===== config.mk =====
export PLATFORM = sky130hd
export DESIGN_NAME = tone_xcvr_host
export DESIGN_NICKNAME = d
export VERILOG_FILES = /design/src/hdl/tone_xcvr_pkg.sv /design/src/hdl/tone_xcvr_host.sv
export SDC_FILE = /design/constraint.sdc
export NUM_CORES = 1
export LEC_CHECK = 0
export BUFFER_PORTS_ARGS = -buffer_cell sky130_fd_sc_hd__buf_2
export CORE_MARGIN = 1.5
export CORE_UTILIZATION = 48
export DETAILED_ROUTE_END_ITERATION = 10
export PLACE_DENSITY = 0.68
export SETUP_SLACK_MARGIN = 0.3
export SYNTH_ARGS = -nofsm -noshare
export SYNTH_HDL_FRONTEND = slang
export SYNTH_SLANG_ARGS = --single-unit

===== constraint.sdc =====
create_clock -name clk -period 2 [get_ports clk]
set_input_delay 0.1 -clock clk [delete_from_list [all_inputs] [get_ports clk]]
set_output_delay 0.1 -clock clk [all_outputs]
set_load 0.01 [all_outputs]

===== src/hdl/tone_xcvr_pkg.sv =====
// Constants and carrier types for the tone transceiver host port.
// Assumes a 200 MHz system clock and host pins synchronous to it.
//
// Summary of operation
// - Data lines float when chip select is high, strobe is low in strobe mode, or read is high in read/write mode.
// - The direction pin is read/not-write in strobe mode and an active-low write in read/write mode.
// - One register select pin chooses the addressed register on each access.
// - In interrupt mode the interrupt pin pulls low once a tone burst is sent or received.
// - In call progress mode the interrupt pin follows the band-filtered input as a square wave.
// - Early tone detect goes high as soon as a valid tone pair is recognised.
// - Early tone detect drops on any loss of the signal condition, however brief.
// - A steering input above threshold registers the detected pair into the output latch.
// - A steering input below threshold frees the device to take a new pair.
// - Guard time output resets the steering time constant from early detect and the steering level.
// - A burst counter times transmitted tone bursts and pauses in burst mode.
// - Internal timing derives from a 3.579545 MHz oscillator clock; the code ticks every 55 cycles of the 200 MHz clock instead.
// - A registered pair's 4-bit code is latched into receive data and read by the host.
// - In interrupt mode the interrupt pin is held low while the delayed steering flag is set.
package tone_xcvr_pkg;

   localparam int unsigned CLK_HZ         = 200_000_000;
   localparam int unsigned OSC_MILLIHZ    = 3_579_545_000;
   // System cycles per oscillator tick, rounded down (55)
   localparam int unsigned OSC_DIV        = int'((64'(CLK_HZ) * 64'd1000) / 64'(OSC_MILLIHZ));
   localparam int unsigned SETTLE_NS      = 50;
   localparam int unsigned SETTLE_CYC     = (SETTLE_NS * (CLK_HZ / 1_000_000) + 999) / 1000;
   localparam int unsigned BURST_TICKS    = 50;  // Unused; oscillator ticks per ms are TICKS_PER_MS below
   localparam int unsigned BURST_MS       = 51;
   localparam int unsigned PAUSE_MS       = 51;
   localparam int unsigned TICKS_PER_MS   = 3580;
   localparam int unsigned BURST_CNT      = BURST_MS * TICKS_PER_MS;
   localparam int unsigned PAUSE_CNT      = PAUSE_MS * TICKS_PER_MS;

   localparam logic       REG_DATA        = 1'b0;
   localparam logic       REG_CTRL        = 1'b1;
   localparam logic [3:0] RX_RESET        = 4'h0;
   localparam logic [3:0] CTRL_RESET      = 4'h0;
   localparam int unsigned CTRL_IRQ_EN    = 0;
   localparam int unsigned CTRL_CP_MODE   = 1;
   localparam int unsigned CTRL_BURST_EN  = 2;
   localparam int unsigned CTRL_TX_EN     = 3;
   localparam int unsigned STAT_IRQ       = 0;
   localparam int unsigned STAT_TX_RDY    = 1;
   localparam int unsigned STAT_DSTEER    = 2;

   typedef struct packed {
      logic       chip_select_n;
      logic       direction;
      logic       data_strobe_in;
      logic       register_select;
      logic [3:0] host_nibble_bus_in;
   } host_bus_s;

   typedef enum logic [1:0] {
      TX_IDLE  = 2'b00,
      TX_BURST = 2'b01,
      TX_PAUSE = 2'b11
   } tx_state_e;

endpackage : tone_xcvr_pkg

===== src/hdl/tone_xcvr_host.sv =====
// Host port, steering, interrupt pin and burst timer of the tone transceiver.
// Assumes host pins and detector flags are synchronous to clk.
`timescale 1ns/1ps
module tone_xcvr_host
   import tone_xcvr_pkg::*;
(
   input  wire logic      clk,
   input  wire logic      rstn,
   input  wire host_bus_s host,
   input  wire logic      strobe_mode,
   output logic [3:0]     host_nibble_bus_out,
   output logic           host_nibble_bus_oe_n,
   input  wire logic      tone_pair_valid,
   input  wire logic [3:0] tone_pair_code,
   input  wire logic      call_progress_level,
   output logic           early_tone_detect,
   input  wire logic      steering_input,
   output logic           guard_time_out,
   output logic           guard_time_oe_n,
   output logic           interrupt_or_tone_activity_out,
   output logic           interrupt_or_tone_activity_oe_n,
   output logic [3:0]     tx_code,
   output logic           tx_tone_on
);

   // ***********************************************
   // Bus decode
   // ***********************************************
   logic read_q;
   logic write_q;
   logic write_q_d;
   logic [3:0] wr_data_d;
   logic       wr_sel_d;
   logic [3:0] rx_data;
   logic [3:0] ctrl;
   logic       irq_flag;
   logic       dsteer;
   logic       tx_ready;
   logic       osc_tick;

   always_comb begin
      // direction pin meaning depends on bus style
      if (strobe_mode) begin
         read_q  = !host.chip_select_n && host.data_strobe_in && host.direction;
         write_q = !host.chip_select_n && host.data_strobe_in && !host.direction;
      end else begin
         read_q  = !host.chip_select_n && !host.data_strobe_in;
         write_q = !host.chip_select_n && !host.direction;
      end
   end

   // Status nibble assembled from its field positions
   function automatic logic [3:0] status_word(input logic irq, input logic ready, input logic steer);
      logic [3:0] w;
      w              = 4'h0;
      w[STAT_IRQ]    = irq;
      w[STAT_TX_RDY] = ready;
      w[STAT_DSTEER] = steer;
      return w;
   endfunction : status_word

   // Read data registered, enable combinational
   always_ff @(posedge clk or negedge rstn) begin
      if (!rstn) begin
         host_nibble_bus_out <= 4'h0;
      end else if (host.register_select == REG_DATA) begin
         host_nibble_bus_out <= rx_data;
      end else begin
         host_nibble_bus_out <= status_word(irq_flag, tx_ready, dsteer);
      end
   end

   assign host_nibble_bus_oe_n = !read_q;

   // Write level one cycle late, for the end-of-write edge
   always_ff @(posedge clk or negedge rstn) begin
      if (!rstn) begin
         write_q_d <= 1'b0;
      end else begin
         write_q_d <= write_q;
      end
   end

   // Write data and select, resampled through the whole write
   always_ff @(posedge clk or negedge rstn) begin
      if (!rstn) begin
         wr_data_d <= 4'h0;
         wr_sel_d  <= 1'b0;
      end else if (write_q) begin
         wr_data_d <= host.host_nibble_bus_in;
         wr_sel_d  <= host.register_select;
      end
   end

   logic wr_end;
   assign wr_end = write_q_d && !write_q;

   // ***********************************************
   // Control and transmit registers
   // ***********************************************
   logic tx_load;
   logic ctrl_wr;
   logic data_wr;
   assign ctrl_wr = wr_end && (wr_sel_d == REG_CTRL);
   assign data_wr = wr_end && (wr_sel_d == REG_DATA);

   // Control bits
   always_ff @(posedge clk or negedge rstn) begin
      if (!rstn) begin
         ctrl <= CTRL_RESET;
      end else if (ctrl_wr) begin
         ctrl <= wr_data_d;
      end
   end

   // Transmit code
   always_ff @(posedge clk or negedge rstn) begin
      if (!rstn) begin
         tx_code <= 4'h0;
      end else if (data_wr) begin
         tx_code <= wr_data_d;
      end
   end

   // One-cycle load strobe for the burst timer
   always_ff @(posedge clk or negedge rstn) begin
      if (!rstn) begin
         tx_load <= 1'b0;
      end else begin
         tx_load <= data_wr;
      end
   end

   // ***********************************************
   // Oscillator tick
   // ***********************************************
   logic [7:0] osc_cnt;
   always_ff @(posedge clk or negedge rstn) begin
      if (!rstn) begin
         osc_cnt <= 8'h00;
      end else if (osc_cnt == 8'(OSC_DIV - 1)) begin
         osc_cnt <= 8'h00;
      end else begin
         osc_cnt <= osc_cnt + 8'h01;
      end
   end
   assign osc_tick = (osc_cnt == 8'(OSC_DIV - 1));

   // ***********************************************
   // Burst timer
   // ***********************************************
   tx_state_e tx_state;
   logic [17:0] burst_cnt;
   logic        tx_done;
   always_ff @(posedge clk or negedge rstn) begin
      if (!rstn) begin
         tx_state  <= TX_IDLE;
         burst_cnt <= 18'h0_0000;
         tx_done   <= 1'b0;
      end else begin
         tx_done <= 1'b0;
         case (tx_state)
            TX_IDLE: begin
               if (tx_load && ctrl[CTRL_TX_EN] && ctrl[CTRL_BURST_EN]) begin
                  tx_state  <= TX_BURST;
                  burst_cnt <= 18'(BURST_CNT - 1);
               end
            end
            TX_BURST: begin
               if (osc_tick) begin
                  if (burst_cnt == 18'h0_0000) begin
                     tx_state  <= TX_PAUSE;
                     burst_cnt <= 18'(PAUSE_CNT - 1);
                     tx_done   <= 1'b1;
                  end else begin
                     burst_cnt <= burst_cnt - 18'h0_0001;
                  end
               end
            end
            TX_PAUSE: begin
               if (osc_tick) begin
                  if (burst_cnt == 18'h0_0000) begin
                     tx_state <= TX_IDLE;
                  end else begin
                     burst_cnt <= burst_cnt - 18'h0_0001;
                  end
               end
            end
            default: begin
               tx_state <= TX_IDLE;
            end
         endcase
      end
   end

   assign tx_ready   = (tx_state == TX_IDLE);
   assign tx_tone_on = (tx_state == TX_BURST) || (ctrl[CTRL_TX_EN] && !ctrl[CTRL_BURST_EN]);

   // ***********************************************
   // Steering
   // ***********************************************
   assign early_tone_detect = tone_pair_valid;

   logic       registered;
   logic [7:0] settle_cnt;
   logic       take_pair;
   assign take_pair = steering_input && !registered;

   // Pair held until steering falls below threshold
   always_ff @(posedge clk or negedge rstn) begin
      if (!rstn) begin
         registered <= 1'b0;
      end else if (take_pair) begin
         registered <= 1'b1;
      end else if (!steering_input) begin
         registered <= 1'b0;
      end
   end

   // Receive latch
   always_ff @(posedge clk or negedge rstn) begin
      if (!rstn) begin
         rx_data <= RX_RESET;
      end else if (take_pair) begin
         rx_data <= tone_pair_code;
      end
   end

   // Settling delay before the delayed steering flag
   always_ff @(posedge clk or negedge rstn) begin
      if (!rstn) begin
         settle_cnt <= 8'h00;
      end else if (take_pair) begin
         settle_cnt <= 8'(SETTLE_CYC);
      end else if (registered && steering_input && settle_cnt != 8'h00) begin
         settle_cnt <= settle_cnt - 8'h01;
      end
   end

   // Delayed steering flag
   always_ff @(posedge clk or negedge rstn) begin
      if (!rstn) begin
         dsteer <= 1'b0;
      end else if (!steering_input) begin
         dsteer <= 1'b0;
      end else if (registered && settle_cnt == 8'h00) begin
         dsteer <= 1'b1;
      end
   end

   // Drive high while detect and steering are both high, else low to reset the RC
   always_ff @(posedge clk or negedge rstn) begin
      if (!rstn) begin
         guard_time_out <= 1'b0;
      end else begin
         guard_time_out <= tone_pair_valid && steering_input;
      end
   end
   assign guard_time_oe_n = 1'b0;

   // ***********************************************
   // Interrupt pin
   // ***********************************************
   logic dsteer_d;
   logic status_read_end;
   logic read_d;
   logic dsteer_rise;

   // Delayed steering one cycle late, for its rising edge
   always_ff @(posedge clk or negedge rstn) begin
      if (!rstn) begin
         dsteer_d <= 1'b0;
      end else begin
         dsteer_d <= dsteer;
      end
   end
   assign dsteer_rise = dsteer && !dsteer_d;

   // Read level one cycle late, for the end-of-read edge
   always_ff @(posedge clk or negedge rstn) begin
      if (!rstn) begin
         read_d <= 1'b0;
      end else begin
         read_d <= read_q;
      end
   end
   assign status_read_end = read_d && !read_q && host.register_select == REG_CTRL;

   always_ff @(posedge clk or negedge rstn) begin
      if (!rstn) begin
         irq_flag <= 1'b0;
      end else if (dsteer_rise || tx_done) begin
         irq_flag <= 1'b1;
      end else if (status_read_end) begin
         irq_flag <= 1'b0;
      end
   end

   assign interrupt_or_tone_activity_out = 1'b0;
   always_comb begin
      if (ctrl[CTRL_CP_MODE]) begin
         interrupt_or_tone_activity_oe_n = call_progress_level;
      end else if (ctrl[CTRL_IRQ_EN]) begin
         interrupt_or_tone_activity_oe_n = !(irq_flag || dsteer);
      end else begin
         interrupt_or_tone_activity_oe_n = 1'b1;
      end
   end

endmodule : tone_xcvr_host


==> results.sh, run 1 <==
export IMPL_critPathRequiredTime_ns=2.26
export IMPL_drive_gt1_share_pct=40.5
export IMPL_startpoint="burst_cnt[4]"
export IMPL_synthCells=285
export IMPL_vias=2450
export IMPL_dieArea_mm2=0.00713
export IMPL_power_uw=5060
export IMPL_diodes=0
export IMPL_synthToLayoutAreaGrowth_pct=34.6
export IMPL_io_pins=33
export IMPL_peakVddDrop_v=0.000880
export IMPL_post_dp_hpwl_um=4390
export IMPL_fin_setup_tns_ns=-0.0107
export IMPL_instances_no_fill=462
export IMPL_cts_tree="yes"
export IMPL_crit_path_start_kind="register"
export IMPL_min_delay_start="host[7]"
export IMPL_ys_warn_count=0
export IMPL_timing_rr_end="burst_cnt[16]"
export IMPL_grt_pass1_wl_um=11200
export IMPL_status="finished, violations left"
export IMPL_clock_insertion_delay_worst_skew_ns=0.34
export IMPL_routed_wl_um=6580
export IMPL_critPathCaptureType="register"
export IMPL_leakagePower_uw=0.00194
export IMPL_violations="negative setup slack"
export IMPL_reg2reg_depth=7
export IMPL_crit_chain="nor4_2, buf_4, nand4_1, o211ai_4, a211oi_2, a21o_1, a21oi_1"
export IMPL_synth_seq_cells=66
export IMPL_numCtsBuffers=9
export IMPL_r2r_slack_ns=-0.006
export IMPL_ys_flop_type="dfrtp_1"
export IMPL_multi_input_area_mm2=0.00159
export IMPL_reg2reg_from="burst_cnt[4]"
export IMPL_path_class="reg2reg"
export IMPL_hold_path_class="in2reg"
export IMPL_fin_crit_sh_pct=100
export IMPL_crit_end="burst_cnt[16]"
export IMPL_crit_arrival_ns=2.27
export IMPL_p_sw_uw=1650
export IMPL_io_buffers=30
export IMPL_critPathMaxFanout=6
export IMPL_internal_power_uw=3410
export IMPL_drtIter0Drc=93
export IMPL_ant_nets=0
export IMPL_grt_max_degree=48
export IMPL_grt_pass1_vias=2454
export IMPL_power_density_mw_per_mm2=1180
export IMPL_cp_slowest_cell="dfrtp_1"
export IMPL_clockBufferDepth=2
export IMPL_slowest_delay_ns=0.42
export IMPL_die_w_um=84.4
export IMPL_final_hold_viol_count=0
export IMPL_nNetsFinal=404
export IMPL_h_tree_depth=3
export IMPL_syn_avg_cell_area_um2=11.2
export IMPL_path_clk_slew_ns=0.07
export IMPL_overflow=0
export IMPL_gr_usage_all_layers_pct=20.1
export IMPL_fin_crit_ns=2.01
export IMPL_postSynth_asyncResetShare_pct=100
export IMPL_finClkSkew_ns=0.0119
export IMPL_synth_edf_count=0
export IMPL_placedCellCount=421
export IMPL_regArea_mm2=0.00165
export IMPL_numClockSinks=66
export IMPL_start_util_pct=49.8
export IMPL_vias_per_cell=5.30
export IMPL_die_h_um=84.4
export IMPL_yosysUniqueCellTypes=57
export IMPL_setup_violations=2
export IMPL_rsz0062_at_grt="true"
export IMPL_seqPwrFrac_pct=38.9
export IMPL_swShare_pct=32.7
export IMPL_synthesis_area_mm2=0.00318
export IMPL_core_mm2=0.00639
export IMPL_setup_ws_ns=-0.00595
export IMPL_yosysSeqAreaShare_pct=51.9
export IMPL_clockRootBuffer="clkbuf_8"
export IMPL_routedWlPerCell_um=14.2
export IMPL_pre_cts_ws_ns=0.00619
export IMPL_antenna_found_initial=0
export IMPL_finalWeightedCongestion=0.879
export IMPL_finalMaxSlewViolations=0
export IMPL_drt_pass1_iter_count=4
export IMPL_fillers=486
export IMPL_drc=0
export IMPL_fmax_ghz=0.499
export IMPL_pwr_share_comb_pct=36.4
export IMPL_clockPowerShare_pct=24.7
export IMPL_drv_cap=0
export IMPL_rows=29
-- worst max-delay path: cells and delay by family, from the launching register on --
kind	cells	cell delay (ns)
AO/OA/AOI/OAI	4	0.85
buffers and inverters	1	0.16
AND/OR/NAND/NOR	2	0.51
flip-flops	1	0.42
-- cell usage after synthesis (all sizes together), types with 2 or more instances --
cell type,instances,area share [%]
buf,5,1.0
a2111oi,2,1.7
inv,13,1.5
o211ai,7,2.1
nor3b,2,0.47
a21oi,10,1.6
nand2b,2,0.39
nand3b,2,0.47
or3,3,0.63
nand2,17,2.1
xnor2,9,2.5
and2,5,0.98
nor2b,4,0.79
nor2,34,4.1
xor2,12,3.3
nor4,6,2.3
nor3,4,0.63
mux2,21,7.4
dfrtp,66,52
clkbuf,5,0.59
nand4,2,0.39
o21ai,12,2.0
a211oi,4,1.3
nand3,11,1.7
ha,6,2.4
-- stage by stage --
step | utilization (%) | hold WS (ns) | cell area (um^2)
final | 67.1 | 0.0891 | 4280
after global routing | 67.1 | 0.0969 | 4280
after CTS | 65.0 | 0.0684 | 4150
after detailed placement | 57.8 | 0.0875 | 3690
after global placement | 57.8 | 0.0835 | 3690
after floorplan | - | -0.196 | 3200
-- worst min path at each step --
stage / slack, ns / cells after the start / endpoint
floorplan: -0.20 / 0 / burst_cnt[0]
global placement: 0.08 / 1 / osc_cnt[2]
detailed placement: 0.09 / 1 / osc_cnt[2]
CTS: 0.07 / 3 / read_d
global route: 0.1 / 3 / write_q_d
finish: 0.09 / 3 / read_d
-- power by group through the flow --
stage	combinational [uW]	sequential, uW	clock [uW]
3_3_place_gp	1540	1960	0
2_1_floorplan	885	1990	0
5_1_grt	2030	2020	1350
3_5_place_dp	1570	1970	0
4_1_cts	1700	1950	1300
6_report	1840	1970	1250
-- layout make-up --
cell class / count / area share, %
flip-flops and latches: 66 / 38.6
multi-input cells: 197 / 37.0
repair buffers: 93 / 15.7
clock buffers: 12 / 3.62
well taps: 77 / 2.25
clock inverters: 4 / 1.72
inverters: 13 / 1.14
-- per-layer routing --
metal	GRT usage (%)	up-vias	wire, um
met1	26.5	1209	3060
met5	0	-	0
met2	31.6	41	3210
li1	-	1194	-
met3	6.19	6	231
met4	7.33	0	74
-- flip-flops by register name (all words and copies together), names as in the netlist, 2 cells and up --
register and flops:
settle_cnt 8, host_nibble_bus_out 4, rx_data 4, osc_cnt 8, ctrl 4, burst_cnt 18
wr_data_d 4, tx_state 2, tx_code 4
-- layout by cell type, fill, tap and decap left out, types with 9 or more instances in the layout --
master / synthesis / routed
xor2_1: 12 / 12
buf_2: 2 / 30
dfrtp_1: 66 / 66
xnor2_1: 9 / 9
dlygate4sd3_1: 0 / 12
nor2_1: 33 / 32
clkbuf_8: 0 / 11
o21ai_0: 10 / 9
mux2_2: 18 / 18
buf_4: 3 / 48
nand2_1: 16 / 14
nand3_1: 11 / 11
inv_1: 13 / 11
-- repair_timing --
| action | 4_1_cts | 5_1_grt |
|---|---|---|
| hold endpoints to repair | 30 | 0 |
| resized for setup | 15 | 20 |
| hold buffers | 12 | 0 |
| buffers inserted | 5 | 8 |
| pin swaps | 7 | 23 |
| setup endpoints to repair | 20 | 25 |
-- cells by family after synthesis --
family | count (synthesis) | share of synthesized area, %
other cells | 1 | 0.118
simple gates | 100 | 17.2
flops | 66 | 51.9
mux | 22 | 7.75
fa+ha+maj | 6 | 2.36
compound gates | 46 | 11.8
buf+inv | 23 | 3.15
xor+xnor | 21 | 5.78
(Power assumes the default switching activity.)
==> inputs of run 2 (changes only) <==
CORE_MARGIN = 4   (was 1.5)
GPL_ROUTABILITY_DRIVEN = 1   (was not set)
==> run 2 against run 1 <==
Net effect: largest power group unchanged; non-clock buffer count decreased by 8; via count decreased by 2.6%; maximum frequency increased by 0.97%; critical path type unchanged; critical path depth increased by 2; the run now ends clean; clock skew decreased by 0.0045 ns; critical endpoint is now burst_cnt[4]; power decreased by 3.8%.
==> results.sh, run 2 (synthesis results as in run 1) <==
export IMPL_drc=0
export IMPL_routedWlPerCell_um=14.8
export IMPL_drv_cap=0
export IMPL_holdPathStages=2
export IMPL_hold_path_class="in2reg"
export IMPL_numClockSinks=66
export IMPL_antenna_found_initial=0
export IMPL_tightest_slew_ns=0.766
export IMPL_grtUsageMet3_pct=5.16
export IMPL_clock_insertion_delay_worst_skew_ns=0.35
export IMPL_path_class="reg2reg"
export IMPL_power_density_mw_per_mm2=1180
export IMPL_io_pins=33
export IMPL_layout_commonest_cell="dfrtp_1"
export IMPL_dieArea_mm2=0.00800
export IMPL_rsz0062_at_grt="true"
export IMPL_grt_pass1_wl_um=11400
export IMPL_drive_gt1_share_pct=38.2
export IMPL_grt_max_degree=30
export IMPL_die_h_um=89.4
export IMPL_core_mm2=0.00639
export IMPL_gr_usage_all_layers_pct=18.8
export IMPL_status="complete, no violations"
export IMPL_peakVddDrop_v=0.000875
export IMPL_rows=29
export IMPL_slew_headroom_pct=48.5
export IMPL_die_w_um=89.4
export IMPL_start_util_pct=49.8
export IMPL_final_hold_viol_count=0
export IMPL_setup_violations=0
export IMPL_critPathTopFamily="compound AO/OA/AOI/OAI gates"
export IMPL_top_register="burst_cnt"
export IMPL_h_tree_depth=3
export IMPL_fin_crit_ns=1.99
export IMPL_clockRootBuffer="clkbuf_8"
export IMPL_path_clk_slew_ns=0.07
export IMPL_drtIter0Drc=68
export IMPL_vias_per_cell=5.26
export IMPL_reg_top3="burst_cnt (18), osc_cnt (8), settle_cnt (8)"
export IMPL_cp_slowest_cell="dfrtp_1"
export IMPL_diodes=0
export IMPL_crit_chain="inv_1, ha_2, nand3b_1, nor4_4, buf_4, o211a_4, o21ai_4, o31ai_2, o211ai_1"
export IMPL_busiest_layer="met2"
export IMPL_drt_pass1_iter_count=4
export IMPL_worst_path_stages=9
export IMPL_cts_tree="yes"
export IMPL_critPathMaxFanout=7
export IMPL_routed_wl_um=6740
export IMPL_post_route_util_pct=64.7
export IMPL_post_dp_hpwl_um=4550
export IMPL_multi_input_area_mm2=0.00155
export IMPL_finalMaxSlewViolations=0
export IMPL_io_buffers=30
export IMPL_regArea_mm2=0.00165
export IMPL_critPathRequiredTime_ns=2.21
export IMPL_ant_nets=0
export IMPL_crit_buf_inv=2
export IMPL_reg2reg_depth=9
export IMPL_fin_crit_sh_pct=99.3
export IMPL_crit_arrival_ns=2.20
export IMPL_synthToLayoutAreaGrowth_pct=29.9
export IMPL_clockBufferDepth=2
export IMPL_slowest_delay_ns=0.38
export IMPL_placedCellCount=416
export IMPL_critPathCaptureType="register"
export IMPL_fillers=510
export IMPL_grt_pass1_vias=2442
export IMPL_instances_no_fill=454
export IMPL_numCtsBuffers=9
export IMPL_final_cell_mix="dfrtp_1 (66), buf_4 (42), nor2_1 (33)"
export IMPL_overflow=0
export IMPL_grtUsageMet1_pct=25.0
export IMPL_vias=2386
export IMPL_crit_path_start_kind="register"
export IMPL_finClkSkew_ns=0.00736
export IMPL_finalWeightedCongestion=0.855
export IMPL_nNetsFinal=396
export IMPL_fmax_ghz=0.503
export IMPL_largest_register_ffs=18
export IMPL_leakagePower_uw=0.00186
export IMPL_grtUsageMet2_pct=30.0
==> run 2: final timing paths <==
| path | startpoint | to | slack, ns |
|---|---|---|---|
| worst max-delay path | osc_cnt[0] | burst_cnt[4] | 0.01 |
| worst min-delay path | host[4] | host_nibble_bus_out[3] | 0.01 |
| worst max register to register | osc_cnt[0] | burst_cnt[4] | 0.01 |
| worst min register to register | tx_done | irq_flag | 0.46 |
| max in group asynchronous | rstn | burst_cnt[7] | 1.05 |
| min in group asynchronous | rstn | settle_cnt[3] | 0.31 |
==> run 2: repair_timing <==
action | 4_1_cts | 5_1_grt
hold buffers | 11 | 0
resized for setup | 12 | 14
endpoints found under the setup margin | 21 | 24
endpoints found under the hold margin | 36 | 0
pin swaps | 12 | 8
buffers inserted | 7 | 4
==> run 2: routing by layer <==
metal | share of wire [%] | vias up
met5 | 0 | -
met4 | 1.6 | 0
met3 | 4.0 | 10
met2 | 49 | 53
met1 | 46 | 1156
li1 | - | 1167
==> run 2: per-stage QoR <==
| stage | setup WS (ns) | setup TNS [ns] | power, uW | area (um^2) | hold WS [ns] |
|---|---|---|---|---|---|
| after floorplan | -0.0604 | -0.0859 | 2870 | 3200 | -0.196 |
| after global placement | -0.0239 | -0.0408 | 3420 | 3640 | 0.146 |
| after detailed placement | -0.0680 | -0.328 | 3470 | 3640 | 0.151 |
| after CTS | 0.0332 | 0 | 4790 | 4060 | 0.00536 |
| after global routing | -0.118 | -1.30 | 5200 | 4130 | 0.0247 |
| final | 0.0133 | 0 | 4870 | 4130 | 0.0130 |
==> run 2: area by class of cell <==
class	instances	share of cell area [%]
Multi-Input combinational cell	197	37.4
Timing Repair Buffer	85	14.5
Sequential cell	66	40.0
Inverter	13	1.18
Clock inverter	7	1.66
Tap cell	77	2.33
Clock buffer	9	3.00
==> run 2: report_power, final <==
group	switching (uW)	internal [uW]	leakage, uW	total [uW]
Clock	537	572	0.0000954	1110
Combinational	874	924	0.000936	1800
Sequential	288	1670	0.000831	1960
==> inputs of run 3 (changes only) <==
--- a/config.mk
+++ b/config.mk
@@ -12,3 +12,3 @@
 export GPL_ROUTABILITY_DRIVEN = 1
-export PLACE_DENSITY = 0.68
+export PLACE_DENSITY = 0.7
 export SETUP_SLACK_MARGIN = 0.3
--- a/constraint.sdc
+++ b/constraint.sdc
@@ -3,2 +3,2 @@
 set_output_delay 0.1 -clock clk [all_outputs]
-set_load 0.01 [all_outputs]
+set_load 0.05 [all_outputs]
==> run 3 against run 2 <==
Net effect: the run now ends with negative setup slack left; setup slack got worse by 0.014 ns; sequential cell count unchanged; register-to-register slack about the same; sequential power about the same; combinational power increased by 19%; design area increased by 4.6%; worst hold slack improved by 0.067 ns; power increased by 7.8%; sequential share of layout area decreased by 1.7 points; largest cell class unchanged; highest routed layer unchanged.
==> results.sh, run 3 (synthesis results as in run 1) <==
export IMPL_core_mm2=0.00639
export IMPL_path_class="reg2reg"
export IMPL_fin_setup_tns_ns=-0.000971
export IMPL_fin_crit_ns=2.00
export IMPL_slew_headroom_pct=51.5
export IMPL_fin_crit_sh_pct=100
export IMPL_routed_wl_um=7180
export IMPL_clockBufferDepth=2
export IMPL_layout_commonest_cell="dfrtp_1"
export IMPL_tightest_slew_ns=0.725
export IMPL_cts_tree="yes"
export IMPL_finClkSkew_ns=0.00810
export IMPL_die_w_um=89.4
export IMPL_final_hold_viol_count=0
export IMPL_swShare_pct=38.9
export IMPL_vias_per_cell=5.36
export IMPL_seqPwrFrac_pct=37.0
export IMPL_numCtsBuffers=9
export IMPL_drt_pass1_iter_count=4
export IMPL_busiest_layer="met2"
export IMPL_drive_gt1_share_pct=41.3
export IMPL_leakagePower_uw=0.00194
export IMPL_grtUsageMet3_pct=4.79
export IMPL_synthToLayoutAreaGrowth_pct=35.9
export IMPL_largest_register_ffs=18
export IMPL_ant_nets=0
export IMPL_cp_slowest_cell="nor4_1"
export IMPL_p_sw_uw=2040
export IMPL_finalMaxSlewViolations=0
export IMPL_setup_ws_ns=-0.000971
export IMPL_instances_no_fill=464
export IMPL_rows=29
export IMPL_peakVddDrop_v=0.000872
export IMPL_reg_top3="burst_cnt (18), osc_cnt (8), settle_cnt (8)"
export IMPL_critPathRequiredTime_ns=2.24
export IMPL_drtIter0Drc=77
export IMPL_crit_arrival_ns=2.24
export IMPL_top_register="burst_cnt"
export IMPL_post_dp_hpwl_um=4370
export IMPL_nNetsFinal=406
export IMPL_slowest_delay_ns=0.44
export IMPL_crit_path_start_kind="register"
export IMPL_grt_pass1_wl_um=11600
export IMPL_clockRootBuffer="clkbuf_8"
export IMPL_grtUsageMet1_pct=24.9
export IMPL_diodes=0
export IMPL_crit_chain="nor4_1, nand4_1, buf_4, o211ai_4, buf_12, a211oi_2, xnor2_1, nand2_1"
export IMPL_routedWlPerCell_um=15.5
export IMPL_die_h_um=89.4
export IMPL_path_clk_slew_ns=0.08
export IMPL_internal_power_uw=3210
export IMPL_placedCellCount=417
export IMPL_drc=0
export IMPL_hold_path_class="in2reg"
export IMPL_violations="negative setup slack"
export IMPL_status="finished, violations left"
export IMPL_overflow=0
export IMPL_vias=2489
export IMPL_power_density_mw_per_mm2=1210
export IMPL_drv_cap=0
export IMPL_clock_insertion_delay_worst_skew_ns=0.35
export IMPL_pre_cts_ws_ns=0.0162
export IMPL_fillers=452
export IMPL_holdWs_ns=0.0800
export IMPL_gr_usage_all_layers_pct=19.3
export IMPL_numClockSinks=66
export IMPL_final_cell_mix="dfrtp_1 (66), buf_4 (43), nor2_1 (32)"
export IMPL_grtUsageMet2_pct=29.9
export IMPL_start_util_pct=49.8
export IMPL_finalWeightedCongestion=0.859
export IMPL_fmax_ghz=0.500
export IMPL_io_pins=33
export IMPL_h_tree_depth=3
export IMPL_rsz0062_at_grt="true"
export IMPL_critPathCaptureType="register"
export IMPL_setup_violations=1
export IMPL_clockPowerShare_pct=22.1
export IMPL_dieArea_mm2=0.00800
export IMPL_pwr_share_comb_pct=40.9
export IMPL_critPathMaxFanout=6
export IMPL_power_uw=5250
export IMPL_io_buffers=30
export IMPL_grt_pass1_vias=2451
export IMPL_grt_max_degree=67
export IMPL_antenna_found_initial=0
run 3: through the flow:
step	util [%]	area (um^2)
2_1_floorplan	-	3200
3_3_place_gp	57.3	3660
3_5_place_dp	57.3	3660
4_1_cts	64.7	4130
5_1_grt	67.7	4320
6_report	67.7	4320
run 3: path summary, 6_finish.rpt:
kind / cells past startpoint / from / slack, ns / end
setup / recovery: 8 / burst_cnt[7] / -0.001 / burst_cnt[11]
hold / removal: 3 / host[7] / 0.08 / read_d
setup reg to reg: 8 / burst_cnt[7] / -0.001 / burst_cnt[11]
hold reg to reg: 1 / tx_done / 0.48 / irq_flag
max in group asynchronous: 3 / rstn / 1.41 / burst_cnt[7]
min in group asynchronous: 3 / rstn / 0.30 / burst_cnt[16]
run 3: routing by layer:
layer,up-vias,part of all wire (%),wire [um]
li1,1185,-,-
met3,20,5.1,364
met5,-,0,0
met1,1210,42,3040
met4,0,2.9,211
met2,74,50,3570
run 3: repair_timing:
action                                  CTS  global route
pin swaps                                18            11
setup buffers                             7            12
endpoints found under the setup margin   20            25
resized for setup                        18            25
endpoints found under the hold margin    77             0
hold buffers                             12             0
run 3: power by group through the flow:
stage	clock, uW	combinational (uW)	sequential, uW
CTS	1190	1990	1930
global placement	0	1780	1940
finish	1160	2150	1940
floorplan	0	966	2150
detailed placement	0	1830	1940
global route	1250	2310	1980
run 3: critical path: cells and delay by family (launching register included):
kind	cells	cell delay (ns)
DFF	1	0.40
xor gates and xnor gates	1	0.17
AOI/OAI and AO/OA	2	0.25
and+or+nand+nor	3	0.73
buffers and inverters	2	0.35
run 3: final cells by class:
class | instances | area [um^2] | area share [%]
clock buffers | 9 | 124 | 2.87
repair buffers | 95 | 723 | 16.7
clock inverters | 7 | 77.6 | 1.79
multi-input cells | 197 | 1600 | 37.0
flip-flops and latches | 66 | 1650 | 38.2
inverters | 13 | 48.8 | 1.13
well taps | 77 | 96.3 | 2.23
